**src/logic/reset_source_controller_defines.vh**
```
// Purpose: constants for the reset source controller
// Assumes: byte-wide special-function-register access from the core
// Notes:   bit positions index the reset cause and enable register
`ifndef RESET_SOURCE_CONTROLLER_DEFINES_VH
`define RESET_SOURCE_CONTROLLER_DEFINES_VH

// register address in the special-function-register space
`define RSC_REG_ADDR      8'hef

// bit positions of reset_cause_and_enable
`define RSC_BIT_PIN       0
`define RSC_BIT_POWER     1
`define RSC_BIT_LOSTCLK   2
`define RSC_BIT_DOG       3
`define RSC_BIT_SOFT      4
`define RSC_BIT_CMP       5
`define RSC_BIT_FLASH     6
`define RSC_BIT_RTC       7

// enables after a reset: supply monitor, lost clock and watchdog on, comparator and rtc off
`define RSC_EN_POWER_RST  1'b1
`define RSC_EN_LOST_RST   1'b1
`define RSC_EN_CMP_RST    1'b0
`define RSC_EN_RTC_RST    1'b0
`define RSC_DOG_EN_RST    1'b1

// watchdog prescale: system clock divided by 12
`define RSC_DOG_DIV       12
`define RSC_DOG_DIV_W     4

// system reset hold time in clock cycles
`define RSC_HOLD_CYCLES   16

`endif

```
**src/logic/reset_source_controller.v**
```verilog
// Purpose: collect reset requests, hold system reset, record the cause
// Assumes: core, flash, rtc and low-power strobes are on i_ref_clk
// Notes:   pin, comparator, supply, lost-clock and rtc-slow inputs are
//          analog or pin levels and pass a two-flop synchroniser
`include "reset_source_controller_defines.vh"

// Overview of operation
// - watchdog enabled, clocked system_clock/12 after reset
// - watchdog overflow resets, sets dog cause flag
// - watchdog suppressed in suspend/sleep, enable restored
// - internal resets never drive the reset pin
// - enabled data-space write above lock byte resets
// - code-space read above lock byte resets
// - fetch above lock byte resets
// - flash security violation resets
// - flash write/erase without supply monitor resets
// - flash error reset sets bit 6 flag
// - slow rtc oscillator raises oscillator-fail event
// - rtc timer equal alarm raises alarm event
// - bit 7 enables rtc source, reads rtc cause
// - rtc source works in suspend and sleep
// - writing bit 4 forces reset, reads 1
// - bit 5 enables comparator, reads comparator cause
// - bit 2 enables lost clock, reads its cause
// - bit 1 enables supply monitor, reads power cause
// - bit 0 reads 1 after pin reset
// - read-modify-write copies cause flags into the enables
module reset_source_controller #(
   parameter HOLD_CYCLES = `RSC_HOLD_CYCLES,
   parameter ADDR_W      = 16,
   parameter RTC_W       = 32
)(
   // clock and power-on reset
   input  wire              i_ref_clk,
   input  wire              i_rstn,
   // special-function-register access
   input  wire [7:0]        i_sfr_addr,
   input  wire              i_sfr_wr,
   input  wire              i_sfr_rd,
   input  wire [7:0]        i_sfr_wdata,
   output reg  [7:0]        o_sfr_rdata,
   // watchdog in the counter array
   input  wire              i_dog_ctl_wr,
   input  wire              i_dog_ctl_en,
   input  wire              i_dog_overflow,
   output reg               o_dog_enable,
   output reg               o_dog_tick,
   // flash access checks
   input  wire [ADDR_W-1:0] i_lock_byte_addr,
   input  wire              i_flash_write_enable,
   input  wire              i_dsm_write,
   input  wire [ADDR_W-1:0] i_dsm_addr,
   input  wire              i_csr_read,
   input  wire [ADDR_W-1:0] i_csr_addr,
   input  wire              i_fetch,
   input  wire [ADDR_W-1:0] i_fetch_addr,
   input  wire              i_flash_sec_block,
   input  wire              i_flash_wr_erase,
   input  wire              i_vdm_on,
   // real-time clock
   input  wire              i_rtc_ofail_en,
   input  wire              i_rtc_slow,
   input  wire              i_rtc_alarm_en,
   input  wire [RTC_W-1:0]  i_rtc_timer,
   input  wire [RTC_W-1:0]  i_alarm_cmp,
   // analog and pin sources
   input  wire              i_rst_pin_n,
   input  wire              i_cmp_out,
   input  wire              i_cmp_wake_en,
   input  wire              i_vdd_low,
   input  wire              i_lost_clk_timeout,
   // low-power state
   input  wire              i_suspend,
   input  wire              i_sleep,
   // reset outputs
   output reg               o_sys_rst_n,
   output reg               o_rst_pin_oe,
   output reg               o_rtc_event
);

   localparam ST_RUN  = 2'b01;
   localparam ST_HOLD = 2'b10;
   localparam NSYNC   = 5;
   // integer forms first, then cut to the counter widths on purpose
   localparam integer DOG_LAST_I  = `RSC_DOG_DIV - 1;
   localparam integer HOLD_LAST_I = HOLD_CYCLES - 1;
   localparam [`RSC_DOG_DIV_W-1:0] DOG_LAST = DOG_LAST_I[`RSC_DOG_DIV_W-1:0];
   // hold counter is five bits: hold lengths above 32 need a wider counter
   localparam [4:0] HOLD_LAST = HOLD_LAST_I[4:0];

   // two-flop synchronisers for pin and analog levels
   wire [NSYNC-1:0] async_in;
   reg  [NSYNC-1:0] sync1_r;
   reg  [NSYNC-1:0] sync2_r;
   // comparator stored inverted so the flop reset level is its idle level
   assign async_in = {i_lost_clk_timeout, i_vdd_low, ~i_cmp_out, i_rtc_slow, ~i_rst_pin_n};

   genvar g;
   generate
      for (g = 0; g < NSYNC; g = g + 1)
      begin : g_sync
         always @(posedge i_ref_clk or negedge i_rstn)
         begin
            if (!i_rstn)
            begin
               sync1_r[g] <= 1'b0;
               sync2_r[g] <= 1'b0;
            end
            else
            begin
               sync1_r[g] <= async_in[g];
               sync2_r[g] <= sync2_nxt(sync1_r[g]);
            end
         end
      end
   endgenerate

   // second stage reads only the first stage
   function sync2_nxt;
      input d;
      begin
         sync2_nxt = d;
      end
   endfunction

   wire pin_req    = sync2_r[0];
   wire rtc_slow_s = sync2_r[1];
   wire cmp_low_s  = sync2_r[2];
   wire vdd_low_s  = sync2_r[3];
   wire lost_s     = sync2_r[4];

   reg  [1:0]                state_r;
   reg  [4:0]                hold_r;
   reg  [7:0]                flag_r;
   reg                       en_power_r;
   reg                       en_lost_r;
   reg                       en_cmp_r;
   reg                       en_rtc_r;
   reg  [`RSC_DOG_DIV_W-1:0] dog_div_r;

   wire low_power = i_suspend | i_sleep;
   wire reg_wr    = i_sfr_wr & (i_sfr_addr == `RSC_REG_ADDR);
   wire reg_rd    = i_sfr_rd & (i_sfr_addr == `RSC_REG_ADDR);

   // event detection
   wire rtc_event  = (i_rtc_ofail_en & rtc_slow_s) |
                     (i_rtc_alarm_en & (i_rtc_timer == i_alarm_cmp));
   wire flash_err  = (i_flash_write_enable & i_dsm_write & (i_dsm_addr > i_lock_byte_addr)) |
                     (i_csr_read & (i_csr_addr > i_lock_byte_addr)) |
                     (i_fetch & (i_fetch_addr > i_lock_byte_addr)) |
                     i_flash_sec_block |
                     (i_flash_wr_erase & ~i_vdm_on);
   // lost clock and watchdog gated, not cleared, so enables return on wake
   wire dog_req    = i_dog_overflow & o_dog_enable & ~low_power;
   wire lost_req   = lost_s & en_lost_r & ~low_power;
   // comparator keeps working asleep only as a wake source
   wire cmp_req    = cmp_low_s & en_cmp_r & (~low_power | i_cmp_wake_en);
   // rtc source stays live in suspend and sleep
   wire rtc_req    = rtc_event & en_rtc_r;
   wire power_req  = vdd_low_s & en_power_r;
   wire soft_req   = reg_wr & i_sfr_wdata[`RSC_BIT_SOFT];

   // one cause per reset, pin first
   reg [7:0] cause_nxt;
   always @*
   begin
      cause_nxt = 8'h00;
      if (pin_req)
         cause_nxt[`RSC_BIT_PIN] = 1'b1;
      else if (power_req)
         cause_nxt[`RSC_BIT_POWER] = 1'b1;
      else if (lost_req)
         cause_nxt[`RSC_BIT_LOSTCLK] = 1'b1;
      else if (cmp_req)
         cause_nxt[`RSC_BIT_CMP] = 1'b1;
      else if (rtc_req)
         cause_nxt[`RSC_BIT_RTC] = 1'b1;
      else if (flash_err)
         cause_nxt[`RSC_BIT_FLASH] = 1'b1;
      else if (dog_req)
         cause_nxt[`RSC_BIT_DOG] = 1'b1;
      else if (soft_req)
         cause_nxt[`RSC_BIT_SOFT] = 1'b1;
   end

   // any enabled source, pin included, starts a new hold
   wire any_req = |cause_nxt;

   // reset sequencing and cause capture
   always @(posedge i_ref_clk or negedge i_rstn)
   begin
      if (!i_rstn)
      begin
         state_r      <= ST_HOLD;
         hold_r       <= 5'h00;
         // power-on: only the power flag reads 1
         flag_r       <= 8'h02;
         o_sys_rst_n  <= 1'b0;
         en_power_r   <= `RSC_EN_POWER_RST;
         en_lost_r    <= `RSC_EN_LOST_RST;
         en_cmp_r     <= `RSC_EN_CMP_RST;
         en_rtc_r     <= `RSC_EN_RTC_RST;
         o_dog_enable <= `RSC_DOG_EN_RST;
      end
      else
      begin
         case (state_r)
            ST_RUN:
            begin
               if (any_req)
               begin
                  // flags hold only the new cause
                  flag_r      <= cause_nxt;
                  state_r     <= ST_HOLD;
                  hold_r      <= 5'h00;
                  o_sys_rst_n <= 1'b0;
               end
               else if (reg_wr)
               begin
                  // write touches enables only, read-only flags keep value
                  en_rtc_r   <= i_sfr_wdata[`RSC_BIT_RTC];
                  en_cmp_r   <= i_sfr_wdata[`RSC_BIT_CMP];
                  en_lost_r  <= i_sfr_wdata[`RSC_BIT_LOSTCLK];
                  en_power_r <= i_sfr_wdata[`RSC_BIT_POWER];
               end
               // dog enable has its own control write in the counter array
               if (!any_req && i_dog_ctl_wr)
                  o_dog_enable <= i_dog_ctl_en;
            end
            ST_HOLD:
            begin
               // every reset returns the enables to their defaults
               o_dog_enable <= `RSC_DOG_EN_RST;
               en_power_r   <= `RSC_EN_POWER_RST;
               en_lost_r    <= `RSC_EN_LOST_RST;
               en_cmp_r     <= `RSC_EN_CMP_RST;
               en_rtc_r     <= `RSC_EN_RTC_RST;
               // pin held low stretches the reset
               if (pin_req)
                  hold_r <= 5'h00;
               else if (hold_r == HOLD_LAST)
               begin
                  state_r     <= ST_RUN;
                  o_sys_rst_n <= 1'b1;
               end
               else
                  hold_r <= hold_r + 5'h01;
            end
            default:
            begin
               state_r     <= ST_HOLD;
               hold_r      <= 5'h00;
               o_sys_rst_n <= 1'b0;
            end
         endcase
      end
   end

   // watchdog prescaler, restarts with every reset
   always @(posedge i_ref_clk or negedge i_rstn)
   begin
      if (!i_rstn)
      begin
         dog_div_r  <= {`RSC_DOG_DIV_W{1'b0}};
         o_dog_tick <= 1'b0;
      end
      else if (state_r != ST_RUN)
      begin
         dog_div_r  <= {`RSC_DOG_DIV_W{1'b0}};
         o_dog_tick <= 1'b0;
      end
      else
      begin
         o_dog_tick <= (dog_div_r == DOG_LAST);
         if (dog_div_r == DOG_LAST)
            dog_div_r <= {`RSC_DOG_DIV_W{1'b0}};
         else
            dog_div_r <= dog_div_r + {{(`RSC_DOG_DIV_W-1){1'b0}}, 1'b1};
      end
   end

   // read port, pin enable and rtc event output
   always @(posedge i_ref_clk or negedge i_rstn)
   begin
      if (!i_rstn)
      begin
         o_sfr_rdata  <= 8'h00;
         o_rst_pin_oe <= 1'b0;
         o_rtc_event  <= 1'b0;
      end
      else
      begin
         // read gives cause flags; enables are write-only
         o_sfr_rdata  <= reg_rd ? flag_r : 8'h00;
         // pin is input only; internal resets leave its level alone
         o_rst_pin_oe <= 1'b0;
         o_rtc_event  <= rtc_event;
      end
   end

endmodule

```
**config.mk**
```make
export PLATFORM = sky130hd
export DESIGN_NAME = reset_source_controller
export DESIGN_NICKNAME = d
export VERILOG_FILES = /design/src/logic/reset_source_controller.v
export VERILOG_INCLUDE_DIRS = /design/src /design/src/logic
export SDC_FILE = /design/constraint.sdc
export NUM_CORES = 1
export LEC_CHECK = 0
export BUFFER_PORTS_ARGS = -buffer_cell sky130_fd_sc_hd__buf_2
export CAP_MARGIN = 5
export CORE_MARGIN = 3
export CORE_UTILIZATION = 50
export CTS_CLUSTER_DIAMETER = 50
export DETAILED_ROUTE_END_ITERATION = 10
export PLACE_DENSITY = 0.86
export SYNTH_ARGS = -nofsm -noshare
export SYNTH_HDL_FRONTEND = slang
export SYNTH_SLANG_ARGS = --single-unit
```
**constraint.sdc**
```tcl
create_clock -name i_ref_clk -period 4.6 [get_ports i_ref_clk]
set_input_delay 0.23 -clock i_ref_clk [delete_from_list [all_inputs] [get_ports i_ref_clk]]
set_output_delay 0.23 -clock i_ref_clk [all_outputs]
set_load 0.02 [all_outputs]
```
==> results by group <==
Outcome
  • Status: finished, final reports clean

Yosys
  • Largest area contributor in the netlist: dfrtp_1
  • Synth top area cells: dfrtp_1 (27%), ha_1 (18%), xnor2_1 (4.1%), xor2_1 (3.9%), dfstp_2 (3.6%)
  • Warnings from Yosys: 0
  • Mapped Cells: about 380
  • Mean post-synth cell area: 9.59 sq um
  • Top_reg_cell synth: dfrtp_1
  • Register area share after synthesis: 0.307
  • Number of synthesized flops with an enable pin: 0
  • #FFs+latches synth: 44
  • Netlist cell types: 62
  • Mapped Nets: 597
  • Mapped cell area: roughly 3600 sq um
  • Ys async rst share: 1.00
  • Synth top area share: 0.271

Routing
  • Post-route DRC: 0
  • Routed WL: slightly above 10000 um
  • Drt pass-1 iters: 4
  • Post-route antenna net violation count: 0
  • Via density per instance: 5.59
  • Total number of vias: 3634
  • DR WL/cell: approximately 16 um
  • Initial DRC Count: 182

STA
  • FMAX: 376 MHz
  • RSZ-0062 raised after global routing: false
  • Setup-failing EPs final: 0
  • Clk_skew: 0.00807 ns
  • Max Slew Vio Count: 0
  • Post-route setup TNS: 0 ns
  • Final setup margin: 1.94 ns
  • Slew headroom: 0.342
  • Final min period: 2.66 ns
  • Hold Vio Cnt, Final: 0
  • Worst-Margin Slew: 0.987 ns
  • Final worst-path cycle share: 0.579

Global routing
  • Vias in the first global route: 3695
  • First-pass GRT wire length: 16800 um
  • Initial antenna violation count: 0
  • Largest net degree at the start of global routing: 45
  • Global Route Usage Sum: 0.247
  • GR Overflow Total: 0

Finish
  • Area growth syn-to-layout: 29.5%
  • Layout cells sized above 1: 0.375
  • Diodes inserted: 0
  • FILL cells: 583
  • Commonest non-fill, non-tap cell in the layout: buf_2
  • Nets: 774
  • Most frequent cells in the layout: buf_2 (176), ha_1 (53), dfrtp_1 (39)

Flow run
  • Max cap viols: 0

Clock tree
  • CTS tree: yes
  • Clk Latency, worst-skew pair: 0.30 ns
  • H-tree levels: 2
  • Hold Buf Count CTS: 0
  • CTS Buffer Depth: 2
  • Inserted Clock Buffers: 5
  • Clk root buf: clkbuf_8
  • Post-cts repair resize count: 0
  • Clk sink count: 44
  • Clk slew on worst S/H paths: approximately 0.080 ns
  • Post CTS Setup Buffer Count: 0

Floorplan
  • FP Rows: 30
  • Starting Density: 0.522
  • Chip height: 90.9 um
  • Core area: 6910 sq um
  • Die Area: 8270 sq um
  • Top-level I/O count: approximately 180
  • Die width: 90.9 um

Power and ir drop
  • Worst VDD drop: approximately 110 uV
  • Pwr/cell area: 192 nW/um^2
  • Leakage: approximately 2.5 nW

Worst setup path
  • Startpoint Class: register
  • Crit end category: register
  • CP arrival: ~2.9 ns
  • Crit Path Class: register to register
  • Critical Path Fanout Max: 7
  • Critical Path RT: 4.80 ns

Place
  • RePlAce Congestion: 0.912
  • Post-place setup slack: 1.66 ns
  • Post-DP HPWL: 8580 um
  • Buffers on Ports: around 180

Worst hold path
  • Hold Path Class: input pin to register
[critical path: stages, from the launching register on]
cell and delay [ns]:
dfrtp_1 0.44, a21o_1 0.19, a31oi_1 0.25, a21bo_2 0.29
nor2_1 0.31, o2111ai_2 0.26, or3_1 0.53, a32o_1 0.28
[registers in the layout (all words and copies together), names as in the netlist, 2 cells and up]
name and count:
dog_div_r 4, o_sfr_rdata 8, flag_r 8, state_r 2, hold_r 5, sync1_r 5
[where the power goes]
part	switching, W	total (W)	internal (W)
Sequential	0.00000488	0.000400	0.000395
Combinational	0.000123	0.000243	0.000120
Clock	0.000131	0.000253	0.000122
Total	0.000259	0.000896	0.000637
[cell type report]
cell class,instances,area [sq um],share of cell area
multi-input combinational,293,2340,0.501
sequential,44,1110,0.237
timing repair buffer,177,888,0.190
inverter,32,120,0.0257
tap,96,120,0.0257
clock buffer,7,86.3,0.0185
clock inverter,1,7.51,0.00161
[worst paths after layout]
path,startpoint,to,slack [ns],cells past startpoint
max,pin_req,hold_r[0],1.94,7
min,i_vdd_low,sync1_r[3],0.03,1
max reg2reg,pin_req,hold_r[0],1.94,7
min reg2reg,sync1_r[1],rtc_slow_s,0.35,0
max in group asynchronous,i_rstn,dog_div_r[2],3.91,1
min in group asynchronous,i_rstn,o_sfr_rdata[2],0.09,1
[kinds of logic after synthesis]
| logic type | Yosys count | share of synthesized area |
|---|---|---|
| AOI/OAI and AO/OA | 81 | 0.180 |
| buffers and inverters | 39 | 0.0441 |
| other | 1 | 0.00104 |
| and+or+nand+nor | 119 | 0.185 |
| DFF | 44 | 0.307 |
| adders and majority gates | 53 | 0.184 |
| xor gates and xnor gates | 33 | 0.0802 |
| muxes | 6 | 0.0194 |
[cells in the mapped netlist, types with 2 or more instances]
cell	n
or2_2	2
nor4b_1	2
and4_1	3
nor3_1	7
inv_1	30
a21boi_0	3
and2_1	5
a221oi_1	2
nor4_1	11
or4_1	3
a21oi_1	16
o21ai_0	7
nand2_1	17
or4b_2	2
nor2b_1	4
a211oi_1	4
o31ai_1	7
o2bb2ai_1	3
nand2b_1	3
and3_1	12
xor2_1	16
dfrtp_1	39
clkbuf_1	3
nor2_1	21
a21o_1	10
nand4b_1	2
xnor2_1	17
o211ai_1	5
nand3_1	6
or3_1	2
a221o_1	3
nand4_1	14
dfstp_2	5
a31oi_1	2
ha_1	53
a32o_1	5
mux2_2	4
a2111oi_0	2
[layer usage]
| metal | wire length, um | GRT usage | up-vias |
|---|---|---|---|
| met5 | 0 | 0 | - |
| li1 | - | - | 1762 |
| met4 | 184 | 0.0817 | 0 |
| met3 | 730 | 0.0567 | 18 |
| met1 | 3970 | 0.290 | 1700 |
| met2 | 5390 | 0.443 | 154 |
[per-stage QoR]
| stage | util | hold slack [ns] | instance area (sq um) | instances | power, W |
|---|---|---|---|---|---|
| floorplan | - | -0.0656 | 3610 | 376 | 0.000530 |
| global placement | 0.663 | 0.331 | 4580 | 642 | 0.000637 |
| detailed placement | 0.663 | 0.336 | 4580 | 642 | 0.000648 |
| CTS | 0.676 | 0.0259 | 4670 | 650 | 0.000901 |
| global route | 0.676 | 0.0223 | 4670 | 650 | 0.000946 |
| finish | 0.676 | 0.0344 | 4670 | 650 | 0.000896 |
Power figures use the tool's default switching activity.
